$ cat config.mk
export PLATFORM = sky130hd
export DESIGN_NAME = discharge_off_pin_config
export DESIGN_NICKNAME = d
export VERILOG_FILES = /design/src/pin_cfg_pkg.sv /design/src/pin_cfg_if.sv /design/src/discharge_off_pin_config.sv /design/src/pin_option_decode.sv
export SDC_FILE = /design/constraint.sdc
export NUM_CORES = 1
export LEC_CHECK = 0
export BUFFER_PORTS_ARGS = -buffer_cell sky130_fd_sc_hd__buf_4
export CAP_MARGIN = 5
export CORE_MARGIN = 2
export CORE_UTILIZATION = 46
export DETAILED_ROUTE_END_ITERATION = 6
export PLACE_DENSITY_LB_ADDON = 0.12
export RECOVER_POWER = 50
export SETUP_SLACK_MARGIN = 0.5
export SYNTH_ARGS = -nofsm -noshare
export SYNTH_HDL_FRONTEND = slang
export SYNTH_HIERARCHICAL = 1
export SYNTH_SLANG_ARGS = --single-unit
$ cat constraint.sdc
create_clock -name core_clk_in -period 3.86 [get_ports core_clk_in]
set_input_delay 0 -clock core_clk_in [delete_from_list [all_inputs] [get_ports core_clk_in]]
set_output_delay 0 -clock core_clk_in [all_outputs]
set_load 0.01 [all_outputs]
$ cat src/pin_cfg_pkg.sv
// Constants and types for the discharge-off pin configuration block
package pin_cfg_pkg;
  // ****************************************
  // Register map
  // ****************************************
  localparam logic [11:0] OFF_PIN_SETUP = 12'h000;
  localparam logic [11:0] OFF_DRIVE = 12'h004;
  localparam logic [11:0] OFF_STATUS = 12'h008;
  localparam logic [7:0] PIN_SETUP_RESET = 8'h00;
  localparam logic DRIVE_RESET = 1'b0;
  localparam logic [31:0] RDATA_RESET = 32'h0000_0000;
  // ****************************************
  // Field positions
  // ****************************************
  localparam int FUNC_LSB = 0;
  localparam int OPT_LSB = 2;
  localparam int OPT_POLARITY = 5;
  localparam int OPT_BOTH_OFF = 4;
  localparam int OPT_RAIL = 3;
  localparam int OPT_PULLUP = 2;
  localparam int OPT_DRIVE_HIGH = 1;
  localparam int OPT_PULLDOWN = 0;
  localparam int ST_PIN_LEVEL = 2;
  localparam int ST_CTRL_ACTIVE = 3;
  localparam int ST_DSG_OFF = 4;
  localparam int ST_CHG_OFF = 5;
  localparam int ST_CONFLICT = 6;
  // ****************************************
  // Encodings
  // ****************************************
  typedef enum logic [1:0] {
    FUNC_UNUSED = 2'h0,
    FUNC_GENERAL_OUTPUT = 2'h1,
    FUNC_FET_OFF_CONTROL = 2'h2,
    FUNC_ANALOG_INPUT = 2'h3
  } pin_func_t;
  localparam logic [1:0] PULLUP_18K = 2'h0;
  localparam logic [1:0] PULLUP_180K = 2'h1;
  localparam logic [1:0] PULLUP_NONE = 2'h2;
  localparam logic [1:0] PULLUP_RESERVED = 2'h3;
endpackage

$ cat src/pin_cfg_if.sv
// Decoded pin configuration passed from the decoder to the top
`timescale 1ns/10ps
interface pin_cfg_if;
  import pin_cfg_pkg::*;
  logic [7:0] setup;
  pin_func_t func;
  logic gpo_mode;
  logic ctrl_mode;
  logic analog_mode;
  logic active_low;
  logic both_off;
  logic rail_programmable_regulator_rail;
  logic weak_pu;
  logic drive_high;
  logic weak_pd;
  logic pu_18k;
  logic pu_180k;
  logic [1:0] temp_model;
  logic [1:0] meas_type;
  logic conflict;
  modport decoder (
    input setup,
    output func, gpo_mode, ctrl_mode, analog_mode, active_low, both_off, rail_programmable_regulator_rail,
    output weak_pu, drive_high, weak_pd, pu_18k, pu_180k, temp_model, meas_type, conflict
  );
  modport user (
    output setup,
    input func, gpo_mode, ctrl_mode, analog_mode, active_low, both_off, rail_programmable_regulator_rail,
    input weak_pu, drive_high, weak_pd, pu_18k, pu_180k, temp_model, meas_type, conflict
  );
endinterface

$ cat src/discharge_off_pin_config.sv
// Discharge-off pin configuration with AHB-Lite register access
// What this block does
// - Selector 0 unused, 1 general output, 2 FET-off control, 3 analog input.
// - The six option bits mean different things per selected function.
// - Option 5 sets control polarity, high or low; ignored for general output.
// - Option 4 picks discharge-only or both-FETs off control.
// - Option 3 picks 1.8 V rail or regulator rail for high drive.
// - Option 2 enables weak pull-up to regulator rail.
// - Option 1 picks tri-state or active high drive; option 3 set forces active drive.
// - Option 0 enables weak pull-down to ground.
// - Analog options 5:4 pick 18k, 180k or no pull-up.
// - Analog options 3:2 pick 18K, 180K, custom or raw conversion.
// - Analog options 1:0 pick measurement use and protection target.
// - Setup byte resets to zero, pin unused.
`timescale 1ns/10ps
module discharge_off_pin_config
  import pin_cfg_pkg::*;
(
  input wire logic core_clk_in,
  input wire logic rst_b_in,
  input wire logic hsel_in,
  input wire logic [31:0] haddr_in,
  input wire logic [1:0] htrans_in,
  input wire logic hwrite_in,
  input wire logic [2:0] hsize_in,
  input wire logic [31:0] hwdata_in,
  input wire logic hready_in,
  output logic [31:0] hrdata_out,
  output logic hreadyout_out,
  output logic hresp_out,
  input wire logic pin_in,
  output logic pin_out,
  output logic pin_oe_out,
  output logic rail_programmable_regulator_rail_out,
  output logic weak_pullup_out,
  output logic weak_pulldown_out,
  output logic pullup_18k_out,
  output logic pullup_180k_out,
  output logic analog_sel_out,
  output logic [1:0] temp_model_out,
  output logic [1:0] meas_type_out,
  output logic dsg_fet_off_out,
  output logic chg_fet_off_out
);
  pin_cfg_if cfg ();

  logic [7:0] setup;
  logic [7:0] next_setup;
  logic gpo_level;
  logic next_gpo_level;
  logic wr_pend;
  logic next_wr_pend;
  logic [11:0] wr_addr;
  logic [11:0] next_wr_addr;
  logic [31:0] next_hrdata;
  logic access;
  logic next_pin_out;
  logic next_pin_oe;
  logic next_dsg_off;
  logic next_chg_off;
  logic next_ctrl_active;
  logic [7:0] next_status;

  assign cfg.setup = setup;

  pin_option_decode u_decode (
    .cfg(cfg)
  );

  function automatic logic [31:0] read_mux(input logic [11:0] addr, input logic [7:0] su,
                                           input logic lvl, input logic [7:0] st);
    logic [31:0] d;
    d = RDATA_RESET;
    if (addr == OFF_PIN_SETUP) begin
      d[7:0] = su;
    end else if (addr == OFF_DRIVE) begin
      d[0] = lvl;
    end else if (addr == OFF_STATUS) begin
      d[7:0] = st;
    end
    return d;
  endfunction

  // ****************************************
  // Bus slave
  // ****************************************
  always_comb begin
    access = hsel_in & htrans_in[1] & hready_in;
    next_wr_pend = access & hwrite_in;
    next_wr_addr = access ? haddr_in[11:0] : wr_addr;
    next_setup = setup;
    next_gpo_level = gpo_level;
    if (wr_pend && wr_addr == OFF_PIN_SETUP) begin
      next_setup = hwdata_in[7:0];
    end
    if (wr_pend && wr_addr == OFF_DRIVE) begin
      next_gpo_level = hwdata_in[0];
    end
    next_status = 8'h00;
    next_status[1:0] = setup[FUNC_LSB +: 2];
    next_status[ST_PIN_LEVEL] = pin_in;
    next_status[ST_CTRL_ACTIVE] = next_ctrl_active;
    next_status[ST_DSG_OFF] = next_dsg_off;
    next_status[ST_CHG_OFF] = next_chg_off;
    next_status[ST_CONFLICT] = cfg.conflict;
    // Read data built from post-edge values so a write just before reads back
    next_hrdata = (access && !hwrite_in) ?
                  read_mux(haddr_in[11:0], next_setup, next_gpo_level, next_status) : RDATA_RESET;
  end

  always_ff @(posedge core_clk_in or negedge rst_b_in) begin
    if (!rst_b_in) begin
      setup <= PIN_SETUP_RESET;
      gpo_level <= DRIVE_RESET;
      wr_pend <= 1'b0;
      wr_addr <= OFF_PIN_SETUP;
      hrdata_out <= RDATA_RESET;
      hreadyout_out <= 1'b1;
      hresp_out <= 1'b0;
    end else begin
      setup <= next_setup;
      gpo_level <= next_gpo_level;
      wr_pend <= next_wr_pend;
      wr_addr <= next_wr_addr;
      hrdata_out <= next_hrdata;
      hreadyout_out <= 1'b1;
      hresp_out <= 1'b0;
    end
  end

  // ****************************************
  // Pin behaviour
  // ****************************************
  always_comb begin
    next_ctrl_active = cfg.ctrl_mode & (pin_in ^ cfg.active_low);
    // Both variant also drops charge FET
    next_dsg_off = next_ctrl_active;
    next_chg_off = next_ctrl_active & cfg.both_off;
    next_pin_out = 1'b0;
    next_pin_oe = 1'b0;
    if (cfg.gpo_mode) begin
      next_pin_out = gpo_level;
      next_pin_oe = ~gpo_level | cfg.drive_high;
    end
  end

  always_ff @(posedge core_clk_in or negedge rst_b_in) begin
    if (!rst_b_in) begin
      pin_out <= 1'b0;
      pin_oe_out <= 1'b0;
      rail_programmable_regulator_rail_out <= 1'b0;
      weak_pullup_out <= 1'b0;
      weak_pulldown_out <= 1'b0;
      pullup_18k_out <= 1'b0;
      pullup_180k_out <= 1'b0;
      analog_sel_out <= 1'b0;
      temp_model_out <= 2'h0;
      meas_type_out <= 2'h0;
      dsg_fet_off_out <= 1'b0;
      chg_fet_off_out <= 1'b0;
    end else begin
      pin_out <= next_pin_out;
      pin_oe_out <= next_pin_oe;
      rail_programmable_regulator_rail_out <= cfg.rail_programmable_regulator_rail & cfg.gpo_mode;
      weak_pullup_out <= cfg.weak_pu;
      weak_pulldown_out <= cfg.weak_pd;
      pullup_18k_out <= cfg.pu_18k;
      pullup_180k_out <= cfg.pu_180k;
      analog_sel_out <= cfg.analog_mode;
      temp_model_out <= cfg.temp_model;
      meas_type_out <= cfg.meas_type;
      dsg_fet_off_out <= next_dsg_off;
      chg_fet_off_out <= next_chg_off;
    end
  end
endmodule // discharge_off_pin_config

$ cat src/pin_option_decode.sv
// Function-dependent decoding of the pin setup byte
`timescale 1ns/10ps
module pin_option_decode
  import pin_cfg_pkg::*;
(
  pin_cfg_if.decoder cfg
);
  logic [5:0] opt;
  logic digital;

  // ****************************************
  // Decode
  // ****************************************
  always_comb begin
    opt = cfg.setup[OPT_LSB +: 6];
    cfg.func = pin_func_t'(cfg.setup[FUNC_LSB +: 2]);
    cfg.gpo_mode = (cfg.func == FUNC_GENERAL_OUTPUT);
    cfg.ctrl_mode = (cfg.func == FUNC_FET_OFF_CONTROL);
    cfg.analog_mode = (cfg.func == FUNC_ANALOG_INPUT);
    digital = cfg.gpo_mode | cfg.ctrl_mode;
    cfg.active_low = cfg.ctrl_mode & opt[OPT_POLARITY];
    cfg.both_off = cfg.ctrl_mode & opt[OPT_BOTH_OFF];
    cfg.rail_programmable_regulator_rail = digital & opt[OPT_RAIL];
    cfg.weak_pu = digital & opt[OPT_PULLUP];
    cfg.drive_high = opt[OPT_DRIVE_HIGH] | opt[OPT_RAIL];
    cfg.weak_pd = digital & opt[OPT_PULLDOWN];
    cfg.pu_18k = cfg.analog_mode & (opt[5:4] == PULLUP_18K);
    cfg.pu_180k = cfg.analog_mode & (opt[5:4] == PULLUP_180K);
    cfg.temp_model = cfg.analog_mode ? opt[3:2] : 2'h0;
    cfg.meas_type = cfg.analog_mode ? opt[1:0] : 2'h0;
    // Software-advised combinations flagged, not blocked
    cfg.conflict = digital & opt[OPT_RAIL] & (opt[OPT_PULLUP] | ~opt[OPT_DRIVE_HIGH]);
  end
endmodule // pin_option_decode

== Word-level counts from Yosys, hierarchy flattened ==
Cells that the tools add are included.
Cells by class
  equality and inequality tests: 7
  mux-type cells: 11
  bitwise operators: 21
  reduce and logical (&&, ||, !) cells: 7
Operators with widths (count)
  $eq A12 B3 Y1 const B: 2
  $logic_not A12 Y1: 2
  $mux W8: 3
  $and A1 B1 Y1: 14
  $mux W7: 2
  $eq A12 B4 Y1 const B: 1
  $eq A2 B1 Y1 const B: 2
  $eq A2 B2 Y1 const B: 2
  $mux W1: 4
  $mux W2: 2
  $or A1 B1 Y1: 4
  $logic_and A1 B1 Y1: 3
  $logic_not A2 Y1: 1
  $not A1 Y1: 2
  $logic_not A1 Y1: 1
  $xor A1 B1 Y1: 1
Word-level totals
  register bits after elaboration: 44
  bits of input ports: 75
  logic and storage cells: 63

== Longest topological paths before layout ==
  word-level depth: 9
  mapped depth: 7
  depth with buffers taken out: 7

== Cells and area by module ==
Netlist, hierarchy kept.
By module, submodules not included
  discharge_off_pin_config: instances 1, cells an instance 146, area each 1880.6 um^2
  pin_option_decode: instances 1, cells an instance 22, area each 171.4 um^2

== Worst setup path before layout ==
No wires, ideal clock.
  path type: reg2reg
  from: register wr_addr[8]
  to: register hrdata_out[0]
  arrival: 2053 ps
  data required time: 3740 ps
  slack: 1686 ps
  stages on the path, launching flop included: 5
  path buffers: 0
  clock period less this slack: 2174 ps
  path through: dfrtp_1 > or4b_4 > nor4_4 > mux2_2 > o211a_1
RTL lines
  from (decl): line discharge_off_pin_config.sv:53  | logic [11:0] wr_addr;
  from (signal assigned): line discharge_off_pin_config.sv:124  | wr_addr <= next_wr_addr;
  $logic_not A12 Y1: line discharge_off_pin_config.sv:93  | if (wr_pend && wr_addr == OFF_PIN_SETUP) begin
  $logic_and A1 B1 Y1: line discharge_off_pin_config.sv:93
  $mux W8: line discharge_off_pin_config.sv:93
  via next_setup[0]: line discharge_off_pin_config.sv:48  | logic [7:0] next_setup;
  $mux W8: line discharge_off_pin_config.sv:74  | if (addr == OFF_PIN_SETUP) begin
  $mux W8: line discharge_off_pin_config.sv:107  | next_hrdata = (access && !hwrite_in) ?
  via next_hrdata[0]: line discharge_off_pin_config.sv:55  | logic [31:0] next_hrdata;
  to (signal assigned): line discharge_off_pin_config.sv:125  | hrdata_out <= next_hrdata;
  to (decl): line discharge_off_pin_config.sv:28  | output logic [31:0] hrdata_out,
The timed path passes the listed nets, and every way through them passes these cells.
A chain may end at the register's enable or synchronous reset.

== Final worst setup path ==
Ends and elaborated chain as after synthesis.

==> out/results.ini <==
[timing]
tns_ps = 0
fin_crit_ps = 2400
skew_ps = 4.41
max_clock_freq_mhz = 416
hold_viol = 0
setup_slack_ps = 1460
rsz0062_at_grt = false
maxSlewViolCount = 45
fin_crit_sh_pct = 62.2
setup_viol = 0
worstMarginPinSlew_ps = 2280
relSlewSlack_pct = -52.0
whs_ps = 53.3

[global_routing]
grt_usage_pct = 16.4
grt_pass1_vias = 1412
grt_pass1_wl_um = 6270
grt_max_degree = 45
antenna_found_initial = 0
grt-ovfl-total = 0

[worst_setup_path]
required_ps = 4040
timing.rr.start = wr_addr[8]$_DFFE_PN0P_
cp_cell_sequence = or4b_4 > nor4_4 > mux2_2 > o211a_1
start_kind = register
end_kind = register
crit_start = wr_addr[8]$_DFFE_PN0P_
worstPathMaxFanout = 10
crit_buf_inv = 0
critical-path-top-delay-family = simple AND/OR/NAND/NOR gates
slowest_stage = nor4_4
worstSetupPathType = reg -> reg
crit_arrival_ps = 2580
crit_path_max_incr_delay_ps = 680
r2r_setup_slack_ps = 1460

[clocking]
ctsResizeCount = 0
worstSkewPairLatency_ps = 290
cts_tree = built
clock-root-buffer = clkbuf_8
cts_htree_levels = 2
numClockSinks = 44
numCtsBuffers = 5
cts_buffer_depth = 2
clk_pin_slew_ps = 70

[routing]
drc_errors = 0
vias = 1357
ant_nets = 0
wl_per_cell_um = 13.3
drt_iter0_drc = 25
routed_wl_um = 3860
firstDrtPassIters = 4
vias_per_cell = 4.66

[die]
start_util_pct = 47.1
die_x_um = 70.5
die_y_um = 70.5
core-area_um2 = 4320
num_rows = 24
die_area_um2 = 4980
io_pins = 123

[power_and_ir_drop]
peakVddDrop_v = 0.000179
power_per_cell_area_nw_per_um2 = 340
leakage_nw = 1.30
power_w = 0.000886

[hold_path]
hold_start = pin_in
hp-class = in -> reg

[flow_run]
maxCapViolations = 1

[synth]
synthCells = 166
synthesis.area_um2 = 2040
yosys_warnings = 6
avgSynthCellArea_um2 = 12.3

[final_layout]
layout-drive-gt1-share_pct = 29.7
area.growth.synth_to_final_pct = 27.9
diodes = 0
post-route-util_pct = 60.3
num-fill-cells = 379
fin_nets = 318

[placement]
place_hpwl_um = 2740
port_buffers = 48
gp_congestion = 0.872
place_ws_ps = 1440

[outcome]
violations = max-capacitance violations, max-slew violations
status = complete, but fails checks

-- report_power, final --
part           total, W  switching [W]  internal (W)
Clock          0.000266       0.000143      0.000123
Combinational  0.000113      0.0000529     0.0000603
Sequential     0.000507      0.0000179      0.000489
Total          0.000886       0.000214      0.000672
-- final timing paths --
kind	to	cells after the start
max	hrdata_out[0]$_DFF_PN0_	4
min	hrdata_out[2]$_DFF_PN0_	4
max reg2reg	hrdata_out[0]$_DFF_PN0_	4
min reg2reg	wr_addr[3]$_DFFE_PN0P_	2
max in group asynchronous	wr_addr[8]$_DFFE_PN0P_	2
min in group asynchronous	pin_oe_out$_DFF_PN0_	2
-- cell type report --
class | count | area, um^2 | area share [%]
Clock buffer | 6 | 72.6 | 2.78
Inverter | 10 | 37.5 | 1.44
Multi-Input combinational cell | 108 | 786 | 30.1
Timing Repair Buffer | 70 | 539 | 20.7
Clock inverter | 1 | 5.00 | 0.192
Tap cell | 52 | 65.1 | 2.50
Sequential cell | 44 | 1100 | 42.2
-- routing by layer --
layer / GRT usage [%] / vias up / part of all wire (%)
met5: 0 / - / 0
met4: 5.66 / 0 / 1.5
met3: 4.84 / 6 / 6.2
met2: 28.5 / 47 / 52
met1: 19.5 / 652 / 40
li1: - / 652 / -
-- placed cells by master, fill, tap and decap left out, types with 2 or more instances in the layout --
cell type and instances:
clkbuf_1 12, nor4_1 2, dlygate4sd3_1 22, and2_1 9, a211oi_1 3, nand3_1 2
mux2_2 18, ha_1 4, dfrtp_1 44, buf_4 36, nor3b_1 2, inv_1 9
a21oi_1 3, nand4_1 2, o21a_1 2, a21boi_0 2, clkbuf_8 5, nand2_1 4
conb_1 26, o21ba_2 2, nor2_1 6
-- timing repair --
item / in CTS / in global routing
hold buffers: 22 / 0
setup buffers: 0 / 0
endpoints found under the hold margin: 67 / 0
-- through the flow --
step / cells / cell area, um^2
after floorplan: 190 / 2130
after global placement: 262 / 2350
after detailed placement: 262 / 2350
after CTS: 291 / 2650
after global routing: 291 / 2610
final: 291 / 2610
-- worst reg2reg max path: stages (launching register included) --
cell and delay, ps:
dfrtp_1 380, or4b_4 570, nor4_4 680, mux2_2 420, o211a_1 230
-- registers in the layout, indices dropped and copies added (netlist names) --
register / flops
weak_pulldown_out: 1
hrdata_out: 8
weak_pullup_out: 1
gpo_level: 1
pin_out: 1
temp_model_out: 2
wr_pend: 1
analog_sel_out: 1
dsg_fet_off_out: 1
pullup_18k_out: 1
wr_addr: 12
cfg.setup: 8
pin_oe_out: 1
rail_programmable_regulator_rail_out: 1
chg_fet_off_out: 1
meas_type_out: 2
pullup_180k_out: 1
No activity file was read; power rests on OpenSTA's default activity.
